### config.mk
export PLATFORM = sky130hd
export DESIGN_NAME = fdm_ctrl
export DESIGN_NICKNAME = d
export VERILOG_FILES = /design/src/fdm_pkg.sv /design/src/fdm_ctrl.sv /design/src/fdm_array.sv /design/src/fdm_cycle_timer.sv
export VERILOG_INCLUDE_DIRS = /design/src
export SDC_FILE = /design/constraint.sdc
export NUM_CORES = 1
export LEC_CHECK = 0
export ABC_AREA = 1
export BUFFER_PORTS_ARGS = -buffer_cell sky130_fd_sc_hd__buf_2
export CAP_MARGIN = 20
export CORE_MARGIN = 5
export CORE_UTILIZATION = 56
export DETAILED_ROUTE_END_ITERATION = 8
export PLACE_DENSITY_LB_ADDON = 0.15
export SKIP_CTS_REPAIR_TIMING = 1
export SLEW_MARGIN = 10
export SYNTH_ARGS = -nofsm -noshare
export SYNTH_HDL_FRONTEND = slang
export SYNTH_SLANG_ARGS = --single-unit
export TNS_END_PERCENT = 30
### constraint.sdc
create_clock -name clk_sys -period 4.4 [get_ports clk_sys]
set_input_delay 0.44 -clock clk_sys [delete_from_list [all_inputs] [get_ports clk_sys]]
set_output_delay 0.44 -clock clk_sys [all_outputs]
set_load 0.05 [all_outputs]
### src/fdm_regs.svh
// Register offsets, control bit positions and timing constants of the flash data block
`ifndef FDM_REGS_SVH
`define FDM_REGS_SVH

// Avalon word offsets (byte address = 4 * index)
`define FDM_OFS_ADDR      4'h0
`define FDM_OFS_DATA      4'h1
`define FDM_OFS_CTRL      4'h2
`define FDM_OFS_STAT      4'h3
`define FDM_OFS_BSET      4'h4

// Control register bit positions
`define FDM_BIT_RD        3'h0
`define FDM_BIT_WR        3'h1
`define FDM_BIT_UNLOCK    3'h2
`define FDM_BIT_ROWCLR    3'h3

// Array geometry and reset values
`define FDM_ROW_MSB       5
`define FDM_ROW_LSB       3
`define FDM_ERASED        8'hFF
`define FDM_ADDR_RST      6'h00
`define FDM_DATA_RST      8'h00

// Busy times in ns and derived cycle counts at 8 ns per cycle
`define FDM_CLK_NS        8
`define FDM_READ_NS       16
`define FDM_PROG_NS       400
`define FDM_READ_CYC      ((`FDM_READ_NS + `FDM_CLK_NS - 1) / `FDM_CLK_NS)
`define FDM_PROG_CYC      ((`FDM_PROG_NS + `FDM_CLK_NS - 1) / `FDM_CLK_NS)

`endif

### src/fdm_pkg.sv
// Types shared by the flash data block
package fdm_pkg;

  typedef enum logic [3:0] {
    FDM_IDLE  = 4'b0001,
    FDM_READ  = 4'b0010,
    FDM_ERASE = 4'b0100,
    FDM_PROG  = 4'b1000
  } fdm_state_e;

  // One array access request from the sequencer
  typedef struct packed {
    logic       wr_en;
    logic       row_en;
    logic [5:0] addr;
    logic [7:0] wdata;
  } fdm_arr_req_s;

endpackage : fdm_pkg

### src/fdm_ctrl.sv
// Flash data memory sequencer with Avalon-MM register slave
//
// Implementation choices: the address map and the Avalon-MM register port.
`timescale 1ns/1ps
`include "fdm_regs.svh"

module fdm_ctrl #(
  parameter int READ_CYC = `FDM_READ_CYC,
  parameter int PROG_CYC = `FDM_PROG_CYC
) (
  input  wire logic        clk_sys,
  input  wire logic        resetn,
  input  wire logic [5:0]  avs_address,
  input  wire logic        avs_read,
  input  wire logic        avs_write,
  input  wire logic [31:0] avs_writedata,
  input  wire logic [3:0]  avs_byteenable,
  output logic [31:0]      avs_readdata,
  output logic             avs_waitrequest,
  output logic             avs_response_err,
  output logic             busy,
  input  wire logic        code_protect
);

  // Byte address to word index
  logic [3:0] idx;
  assign idx = avs_address[5:2];

  // Software-visible registers
  logic [5:0]  addr_q, addr_d;
  logic [7:0]  data_q, data_d;

  // Unlock sequence: pending bits and their one-access windows
  logic        rowclr_q, rowclr_d;
  logic        unlock_q, unlock_d;
  logic        rowclr_age_q, rowclr_age_d;
  logic        unlock_age_q, unlock_age_d;

  // Sequencer state and bus answer registers
  logic        busy_q, busy_d;
  logic        wait_q, wait_d;
  logic        waitreq_q, waitreq_d;
  logic [31:0] rdata_q, rdata_d;
  logic        err_q, err_d;
  fdm_pkg::fdm_state_e   st_q, st_d;

  // Array and timer hookup
  fdm_pkg::fdm_arr_req_s arr_req;
  logic [7:0]  arr_rdata;
  logic        tmr_load;
  logic [7:0]  tmr_count;
  logic        tmr_done;
  logic        cpu_unused;

  // Protection strap does not gate the core's own access
  // It only limits readout from outside, which this block does not model
  assign cpu_unused = code_protect;

  // Array reachable only through this sequencer
  fdm_array #(
    .ROWS      (8),
    .ROW_BYTES (8)
  ) u_array (
    .clk_sys (clk_sys),
    .resetn  (resetn),
    .req     (arr_req),
    .rdata   (arr_rdata)
  );

  // One timer serves every busy phase; phases never overlap
  fdm_cycle_timer #(
    .W (8)
  ) u_timer (
    .clk_sys (clk_sys),
    .resetn  (resetn),
    .load    (tmr_load),
    .count   (tmr_count),
    .done    (tmr_done)
  );

  // One access per bus cycle; the cycle after a request is taken is its answer phase
  // A request is taken only outside the answer cycle and outside a stall;
  // byte lane 0 must be enabled for a write to count
  logic acc;
  logic wr_acc;
  logic bset;
  logic [7:0] wb;
  assign acc    = (avs_read || avs_write) && !wait_q && !busy_q;
  assign wr_acc = acc && avs_write && avs_byteenable[0];
  assign bset   = wr_acc && (idx == `FDM_OFS_BSET);
  assign wb     = avs_writedata[7:0];

  // A pending enable dies on the first accepted access after its set unless that access is its follow-up bit-set.
  // Counting accesses rather than clocks keeps the window tied to instruction
  // cycles even when the core idles between accesses.
  function automatic logic pending_kept(input logic aged, input logic follow_up,
                                        input logic taken);
    logic dies;
    dies         = aged && taken && !follow_up;
    pending_kept = !dies;
  endfunction : pending_kept

  // Sequencer, registers and bus answer
  always_comb
  begin
    // Hold by default; answer flags are one-cycle pulses
    addr_d       = addr_q;
    data_d       = data_q;
    rowclr_d     = rowclr_q;
    unlock_d     = unlock_q;
    rowclr_age_d = 1'b0;
    unlock_age_d = 1'b0;
    st_d         = st_q;
    busy_d       = busy_q;
    wait_d       = 1'b0;
    rdata_d      = rdata_q;
    err_d        = 1'b0;
    arr_req      = '{wr_en: 1'b0, row_en: 1'b0, addr: addr_q, wdata: data_q};
    tmr_load     = 1'b0;
    tmr_count    = 8'h00;

    // Enable bits die after one access window unless that access is their follow-up; a fresh set
    // further down overrides this clear, so set wins over timeout
    if (!pending_kept(rowclr_age_q, bset && wb[`FDM_BIT_UNLOCK], acc))
      rowclr_d = 1'b0;
    if (!pending_kept(unlock_age_q, bset && wb[`FDM_BIT_WR], acc))
      unlock_d = 1'b0;
    // Window closes at the next accepted access, whatever it is
    rowclr_age_d = rowclr_age_q && !acc;
    unlock_age_d = unlock_age_q && !acc;

    unique case (st_q)
      fdm_pkg::FDM_IDLE:
      begin
        if (acc)
        begin
          wait_d = 1'b1;
          // Writes act at the take edge; the answer follows one cycle later
          if (avs_write)
          begin
            if (wr_acc)
            begin
              unique case (idx)
                // Only the low six bits address the array
                `FDM_OFS_ADDR: addr_d = wb[5:0];
                `FDM_OFS_DATA: data_d = wb;
                `FDM_OFS_CTRL:
                begin
                  // Plain write may only set row-clear; unlock and trigger bits are ignored
                  // A repeat set restarts the window, so set wins over timeout
                  if (wb[`FDM_BIT_ROWCLR])
                  begin
                    rowclr_d     = 1'b1;
                    rowclr_age_d = 1'b1;
                  end
                end
                `FDM_OFS_BSET:
                begin
                  // One bit acted on per bit-set, read first
                  if (wb[`FDM_BIT_RD])
                  begin
                    st_d      = fdm_pkg::FDM_READ;
                    busy_d    = 1'b1;
                    tmr_load  = 1'b1;
                    tmr_count = 8'(READ_CYC);
                  end
                  else if (wb[`FDM_BIT_ROWCLR])
                  begin
                    rowclr_d     = 1'b1;
                    rowclr_age_d = 1'b1;
                  end
                  else if (wb[`FDM_BIT_UNLOCK])
                  begin
                    // Only this path sets unlock; plain writes cannot
                    unlock_d     = 1'b1;
                    unlock_age_d = 1'b1;
                  end
                  // Trigger without a live unlock falls through and starts nothing
                  else if (wb[`FDM_BIT_WR] && unlock_q && unlock_age_q)
                  begin
                    // Pending row-clear picks erase over program
                    st_d      = rowclr_q ? fdm_pkg::FDM_ERASE : fdm_pkg::FDM_PROG;
                    busy_d    = 1'b1;
                    tmr_load  = 1'b1;
                    tmr_count = 8'(PROG_CYC);
                  end
                end
                `FDM_OFS_STAT: err_d = 1'b0;
                default:       err_d = 1'b1;
              endcase
            end
          end
          else
          begin
            unique case (idx)
              `FDM_OFS_ADDR: rdata_d = {26'h0, addr_q};
              `FDM_OFS_DATA: rdata_d = {24'h0, data_q};
              // Control reads back the live enable bits
              `FDM_OFS_CTRL: rdata_d = {28'h0, rowclr_q, unlock_q, 2'b00};
              `FDM_OFS_STAT: rdata_d = {31'h0, busy_q};
              `FDM_OFS_BSET: rdata_d = 32'h0;
              default:
              begin
                // Unmapped reads give zero with the error pulse
                rdata_d = 32'h0;
                err_d   = 1'b1;
              end
            endcase
          end
        end
      end
      // Byte lands as the stall ends, so the next access already sees it
      fdm_pkg::FDM_READ:
      begin
        if (tmr_done)
        begin
          data_d = arr_rdata;
          st_d   = fdm_pkg::FDM_IDLE;
          busy_d = 1'b0;
        end
      end
      // Array changes only on the last busy cycle; enables drop with it
      fdm_pkg::FDM_ERASE, fdm_pkg::FDM_PROG:
      begin
        if (tmr_done)
        begin
          arr_req.row_en = (st_q == fdm_pkg::FDM_ERASE);
          arr_req.wr_en  = (st_q == fdm_pkg::FDM_PROG);
          rowclr_d = 1'b0;
          unlock_d = 1'b0;
          st_d     = fdm_pkg::FDM_IDLE;
          busy_d   = 1'b0;
        end
      end
    endcase

    // Registered waitrequest so the bus output comes straight from a flop
    waitreq_d = !wait_d;
  end

  // State registers; waitrequest resets high so no answer shows in reset
  always_ff @(posedge clk_sys or negedge resetn)
  begin
    if (!resetn)
    begin
      addr_q       <= `FDM_ADDR_RST;
      data_q       <= `FDM_DATA_RST;
      rowclr_q     <= 1'b0;
      unlock_q     <= 1'b0;
      rowclr_age_q <= 1'b0;
      unlock_age_q <= 1'b0;
      st_q         <= fdm_pkg::FDM_IDLE;
      busy_q       <= 1'b0;
      wait_q       <= 1'b0;
      waitreq_q    <= 1'b1;
      rdata_q      <= 32'h0;
      err_q        <= 1'b0;
    end
    else
    begin
      addr_q       <= addr_d;
      data_q       <= data_d;
      rowclr_q     <= rowclr_d;
      unlock_q     <= unlock_d;
      rowclr_age_q <= rowclr_age_d;
      unlock_age_q <= unlock_age_d;
      st_q         <= st_d;
      busy_q       <= busy_d;
      wait_q       <= wait_d;
      waitreq_q    <= waitreq_d;
      rdata_q      <= rdata_d;
      err_q        <= err_d;
    end
  end

  // Waitrequest low only in the answer cycle, so a stall just holds the master
  // A stalled request costs wait states only; it is never dropped
  assign avs_waitrequest  = waitreq_q;
  assign avs_readdata     = rdata_q;
  assign avs_response_err = err_q;
  assign busy             = busy_q;

endmodule : fdm_ctrl

### src/fdm_array.sv
// Flop-based 64-byte data array, row erase and byte program
`timescale 1ns/1ps
`include "fdm_regs.svh"

module fdm_array #(
  parameter int ROWS = 8,
  parameter int ROW_BYTES = 8
) (
  input  wire logic             clk_sys,
  input  wire logic             resetn,
  input  wire fdm_pkg::fdm_arr_req_s req,
  output logic [7:0]            rdata
);

  localparam int DEPTH = ROWS * ROW_BYTES;

  logic [7:0] mem_q [DEPTH];
  logic [7:0] mem_d [DEPTH];

  // Erase sets whole row to erased level; program writes one byte
  always_comb
  begin
    for (int i = 0; i < DEPTH; i++)
    begin
      mem_d[i] = mem_q[i];
      if (req.row_en && (i / ROW_BYTES) == int'(req.addr[`FDM_ROW_MSB:`FDM_ROW_LSB]))
        mem_d[i] = `FDM_ERASED;
      else if (req.wr_en && i == int'(req.addr))
        mem_d[i] = req.wdata;
    end
  end

  // Reset to erased; real flash would retain, kept simple here
  always_ff @(posedge clk_sys or negedge resetn)
  begin
    if (!resetn)
    begin
      for (int i = 0; i < DEPTH; i++)
        mem_q[i] <= `FDM_ERASED;
    end
    else
    begin
      for (int i = 0; i < DEPTH; i++)
        mem_q[i] <= mem_d[i];
    end
  end

  assign rdata = mem_q[req.addr];

endmodule : fdm_array

### src/fdm_cycle_timer.sv
// Down counter that times busy phases of the sequencer
`timescale 1ns/1ps

module fdm_cycle_timer #(
  parameter int W = 8
) (
  input  wire logic         clk_sys,
  input  wire logic         resetn,
  input  wire logic         load,
  input  wire logic [W-1:0] count,
  output logic              done
);

  logic [W-1:0] cnt_q;
  logic [W-1:0] cnt_d;

  // Load wins; done flags the last cycle of the count
  always_comb
  begin
    if (load)
      cnt_d = count;
    else if (cnt_q != '0)
      cnt_d = cnt_q - W'(1);
    else
      cnt_d = cnt_q;
  end

  always_ff @(posedge clk_sys or negedge resetn)
  begin
    if (!resetn)
      cnt_q <= '0;
    else
      cnt_q <= cnt_d;
  end

  assign done = (cnt_q == W'(1)) && !load;

endmodule : fdm_cycle_timer

==> Yosys cells after proc, flatten, opt, wreduce, memory -nomap -nowiden <==
Index checks and enable logic that the tools add are counted.
{ "word_totals": {"inputBits": 47, "word_cells": 565, "mem_bits_ro": 0, "ff_bits": 578, "memories": 0, "output_inout_bits": 35, "latchBits": 0, "ramBits": 0} }
{ "classes": {"n_mul": 0, "n_eq_ne": 89, "bitwise_logic": 2, "add_sub_neg": 1, "n_reduce_logical": 173, "n_mux": 222, "div": 0, "shifts": 0, "magnitude_cmp": 1} }
{ "op_table": {"columns": ["operator", "count"], "rows": [
  ["$mux 8", 137],
  ["$eq 6x6->1 const A", 32],
  ["$reduce_bool 2->1", 66],
  ["$eq 5x6->1 const A", 16],
  ["$logic_and 1x1->1", 88],
  ["$mux 1", 55],
  ["$mux 6", 9],
  ["$bmux 8 s6", 1],
  ["$eq 4x6->1 const A", 8],
  ["$mux 4", 10],
  ["$pmux 8 s4", 1],
  ["$eq 3x6->1 const A", 4],
  ["$pmux 8 s2", 1],
  ["$eq 2x6->1 const A", 2],
  ["$eq 3x3->1 const A", 4],
  ["$eq 4x2->1 const B", 3],
  ["$ne 2x2->1 const B", 5],
  ["$pmux 1 s2", 5],
  ["$ne 3x3->1 const B", 3],
  ["$eq 4x1->1 const B", 2],
  ["$eq 4x3->1 const B", 2],
  ["$eq 8x1->1 const B", 1],
  ["$pmux 4 s2", 1],
  ["$reduce_and 8->1", 1],
  ["other kinds (22)", 31]
]} }

==> Logic depth before layout (Yosys ltp) <==
{ "depth": {"depth_word": 18, "mapped_depth": 16, "depth_no_buf": 13} }

==> Cells and area by module <==
Synthesis repeated with hierarchy kept, for this count alone.
{ "unflattened": {"hier_cells": 3751, "area_unflattened_um2": 28167.0} }
{ "by_module_without_submodules": {"columns": ["module", "seq_area_each_um2", "cells_each", "n_inst", "area_each_um2"], "rows": [
  ["fdm_array", 13452.9, 3402, 1, 25574.5],
  ["fdm_ctrl", 853.3, 269, 1, 2006.9],
  ["fdm_cycle_timer", 200.2, 80, 1, 585.6]
]} }

==> Worst setup path before layout <==
No wires, ideal clock.
{ "synth_timing": {"path_kind": "reg-to-reg", "start": "register busy_q, in the netlist busy", "end": "register u_array.mem_q[147] in the netlist's numbering", "arrival_time_ns": 2.076, "path_buffers": 2, "setup_time_ns": 0.076, "slack_ns": 2.248, "stages_incl_launch_ff": 15, "period_less_slack_ns": 2.152, "t_required_ns": 4.324, "path_cell_list": "dfrtp_1 nor2_1 nand3_1 nor2_2 nand2_1 inv_2 nand2_4 nand2_4 nor2_8 buf_6 buf_6 nand2_2 nand2_2 nor2_1 nor2_1"} }
{ "synth_via": {"elab_chain_len": 14, "elab_cells_between_ends": 16, "cone_classes": "mux (7); reduce/logical (9)"} }
{ "synth_lines": {"columns": ["item", "line_no", "text"], "rows": [
  ["start, declared", "fdm_ctrl.sv:40", "logic busy_q, busy_d;"],
  ["start signal, assigned", "fdm_ctrl.sv:268", "busy_q <= busy_d;"],
  ["$logic_not 1->1 (*)", "fdm_ctrl.sv:88", "assign acc = (avs_read || avs_write) && !wait_q && !busy_q;"],
  ["$logic_and 1x1->1 (*)", "fdm_ctrl.sv:88", null],
  ["$logic_and 1x1->1 (2 in a row)", "fdm_ctrl.sv:89", "assign wr_acc = acc && avs_write && avs_byteenable[0];"],
  ["$mux 1", "fdm_ctrl.sv:141", "if (wr_acc)"],
  ["$mux 1", "fdm_ctrl.sv:139", "if (avs_write)"],
  ["$mux 1 (*)", "fdm_ctrl.sv:135", "if (acc)"],
  ["$mux 1 (*)", "fdm_ctrl.sv:132", "unique case (st_q)"],
  ["$logic_not 1->1 (*)", "fdm_cycle_timer.sv:36", "assign done = (cnt_q == W'(1)) && !load;"],
  ["$logic_and 1x1->1 (*)", "fdm_cycle_timer.sv:36", null],
  ["$mux 2 (*)", "fdm_ctrl.sv:225", "if (tmr_done)"],
  ["$mux 2 (*)", "fdm_ctrl.sv:132", null],
  ["$logic_and 1x1->1 (on tied branches)", "fdm_array.sv:26, fdm_array.sv:28", null],
  ["$mux 8 / $reduce_bool 2->1 (equally long branches)", null, null],
  ["end signal, assigned by index", "fdm_array.sv:39", "mem_q[i] <= `FDM_ERASED;"],
  ["end signal, assigned by index", "fdm_array.sv:44", "mem_q[i] <= mem_d[i];"],
  ["end, declared", "fdm_array.sv:17", "logic [7:0] mem_q [DEPTH];"]
]} }
Every way passes the cells marked *; elsewhere a longest branch is shown, timed or not.
A chain may end at the register's enable or synchronous reset.

==> Worst setup path in the final report <==
{ "layout_timing": {"start": "register addr_q[1]", "end": "register u_array.mem_q[491] in the netlist's numbering"} }
{ "layout_via": {"elab_chain_len": 3} }
{ "layout_lines": {"columns": ["item", "line_no", "text"], "rows": [
  ["start, declared", "fdm_ctrl.sv:30", "logic [5:0] addr_q, addr_d;"],
  ["start signal, assigned", "fdm_ctrl.sv:246", "addr_q <= `FDM_ADDR_RST;"],
  ["start signal, assigned", "fdm_ctrl.sv:261", "addr_q <= addr_d;"],
  ["$eq 3x6->1", "fdm_array.sv:28", "else if (req.wr_en && i == int'(req.addr))"],
  ["$logic_and 1x1->1", "fdm_array.sv:28", null],
  ["$reduce_bool 2->1 (no line)", null, null]
]} }
No other way between the ends.

==> metrics.md <==
| Metric | Value |
|---|---|
| Outcome | finished clean |
| Core box area | 51500 µm² |
| WL/cell | 17.1 µm |
| Design area | 31800 µm² |
| Core Util, Final | 61.7% |
| Post-synth EDFFs | 0 |
| CTS max path bufs | 3 |
| Yosys reg bits | 554 |
| Final hold violation count | 0 |
| Final Cycle Share | 67.4% |
| # setup viols final | 0 |
| Reg2Reg Launch Point | addr_q[1] |
| First-pass GRT wire length | 131 mm |
| Vias | 25032 |
| CTS Sinks | 554 |
| Clk slew on worst S/H paths | 60 ps |
| Via/cell ratio | 5.21 |
| Worst path required time | 4950 ps |
| CTS root buf | clkbuf_16 |
| CP Max Fanout | 39 |
| Clock Skews | 19.8 ps |
| CTS HTree Levels | 2 |
| Die Footprint | 56800 µm² |
| DP Wirelength | 51.3 mm |
| Hold path depth | 2 |
| Fraction of layout cells with a size suffix above 1 | 19.6% |
| Relative slew slack | 30.4% |
| Fin nets | 4132 |
| Final min period | 2970 ps |
| Critical R2R Capture | u_array.mem_q[491] |
| CTS tree | built |
| Worst Path Arrival | 3510 ps |
| FF-to-FF setup slack | 1430 ps |
| Num CTS Buffers | 60 |
| GRT overflow | 0 |
| Nature of the critical path endpoint | register |
| Slew Limit Fails | 0 |
| VDD IR max | 338 µV |
| Row Count | 83 |
| Number of global-route vias before repair | 23515 |
| Yosys cell types | 41 |
| Hold Crit Class | input port to register |
| I/O pins | 82 |
| Placed inst area | 29800 µm² |
| Hold EP | avs_response_err |
| Synth Flop Type | dfstp_2 |
| Die height | 238 µm |
| Register area share after synthesis | 49.7% |
| Setup TNS | 0 ps |
| Post-Syn Area | 29200 µm² |
| Total number of yosys warnings | 0 |
| Leakage | 15.7 nW |
| GPL Wtd Cong | 0.870 |
| Routed WL | 82.3 mm |
| # fillers | 4772 |
| CP Class | register to register |
| Layout area overhead | 8.74% |
| Launch point of the worst hold path | avs_write |
| 1st-pass router iterations | 5 |
| Setup crit start kind | register |
| Syn Inst Count | 4105 |
| Worst setup startpoint | addr_q[1] |
| Clk_lat worst skew | 630 ps |
| Worst-Margin Slew | 1040 ps |
| Number of max-cap violations | 0 |
| Most common cell after layout, fill and taps aside | nand2_1 |
| Ant. Diodes | 0 |
| Worst reg2reg path depth | 8 |
| I/O Buffers | 27 |
| Largest net degree at the start of global routing | 112 |
| Remaining antenna violation count | 0 |
| Initial antenna violation count | 0 |
| Starting Density | 56.7% |
| Avg Inst Size Synth | 7.12 µm² |
| # DRC | 0 |
| Achievable frequency | 0.337 GHz |
| Die width | 238 µm |
| Most frequent cells in the layout | 1393 x nand2_1, 1374 x nor2_1, 514 x dfstp_2 |
| RSZ-0062 raised after global routing | false |
| PwrDens | 381 nW/µm² |
| DR iter-0 viols | 2399 |
| Async SR Flop Fraction | 100% |
| Tot GR Track Use | 28.7% |
==> worst max-delay path by stage <==
| stage | cells past startpoint | to | slack [ps] |
|---|---|---|---|
| CTS | 14 | data_q[5] | 1550 |
| floorplan | 14 | u_array.mem_q[147] | 2250 |
| finish | 8 | u_array.mem_q[491] | 1430 |
| detailed placement | 15 | u_array.mem_q[282] | 1550 |
| global route | 8 | u_array.mem_q[488] | 1240 |
| global placement | 15 | u_array.mem_q[280] | 1570 |
==> sequential cells by signal (all words and copies together), names as in the netlist, named ones only <==
| name | flops |
|---|---|
| addr_q | 6 |
| avs_readdata | 8 |
| avs_response_err | 1 |
| avs_waitrequest | 1 |
| busy | 1 |
| data_q | 8 |
| rowclr_q | 1 |
| st_q | 4 |
| u_array.mem_q | 512 |
| u_timer.cnt_q | 8 |
| unlock_q | 1 |
| wait_q | 1 |
==> through the flow <==
| step | total power [mW] | cells | hold slack (ps) | setup slack [ps] |
|---|---|---|---|---|
| CTS | 12.1 | 4807 | -69.0 | 1550 |
| floorplan | 6.16 | 4128 | 144 | 2250 |
| finish | 12.1 | 4808 | 36.5 | 1430 |
| global route | 12.5 | 4808 | 36.1 | 1240 |
| detailed placement | 7.01 | 4700 | 468 | 1550 |
| global placement | 7.00 | 4700 | 465 | 1570 |
==> synth_stat cells, types with 2 or more instances <==
cell,instances,area [µm²]
a21oi_1,24,120
buf_1,7,26.3
buf_2,51,255
buf_4,28,210
buf_6,9,101
buf_8,2,30.0
clkbuf_1,66,248
clkinv_1,11,41.3
dfrtp_1,40,1000
dfstp_2,514,13500
ha_1,2,25.0
inv_1,154,578
inv_2,3,11.3
mux2_2,2,22.5
nand2_1,1393,5230
nand2_2,70,438
nand2_4,50,563
nand3_1,8,40.0
nand3_2,9,90.1
nor2_1,1377,5170
nor2_2,3,18.8
nor3_1,11,55.1
o211ai_1,3,22.5
o21ai_0,212,1060
o21ai_1,32,160
o22ai_1,6,37.5
o31ai_1,2,15.0
xor2_1,3,26.3
==> worst max-delay path, cell delays in order (launching register included) <==
cell and delay (ps):
dfrtp_4 780, inv_4 360, nor2_1 340, nand2_1 420
nor2_1 210, nand2_1 80, nand2_1 450, nand2_1 90
o21ai_1 100
==> kinds of logic after synthesis <==
family | after synthesis | share of synthesized area (%)
AO/OA/AOI/OAI | 283 | 4.96
XOR/XNOR | 4 | 0.120
adder cells (fa/ha/maj) | 2 | 0.0856
buffers and inverters | 332 | 5.16
flip-flops | 554 | 49.7
multiplexers | 2 | 0.0771
other | 1 | 0.0128
AND/OR/NAND/NOR | 2927 | 39.9
==> area by class of cell <==
cell class / count / area, µm² / share of cell area (%)
Clock inverter: 11 / 133 / 0.417
Multi-Input combinational cell: 3242 / 13300 / 41.9
Sequential cell: 554 / 14500 / 45.7
Inverter: 169 / 642 / 2.02
Clock buffer: 96 / 1860 / 5.85
Timing Repair Buffer: 56 / 478 / 1.50
Tap cell: 680 / 851 / 2.68
==> per-layer routing <==
layer  GRT usage (%)  part of all wire (%)  vias to the layer above
met5               0                     0                        -
met4            9.74                   3.9                        0
met3            4.69                   7.2                      187
met2            45.5                    46                      844
met1            40.4                    43                    11595
li1                -                     -                    12406
==> power by group <==
part           switching [mW]  internal [mW]
registers              0.0300           5.17
clock network            2.09           3.03
logic                    1.57          0.207
(Power assumes the default switching activity.)
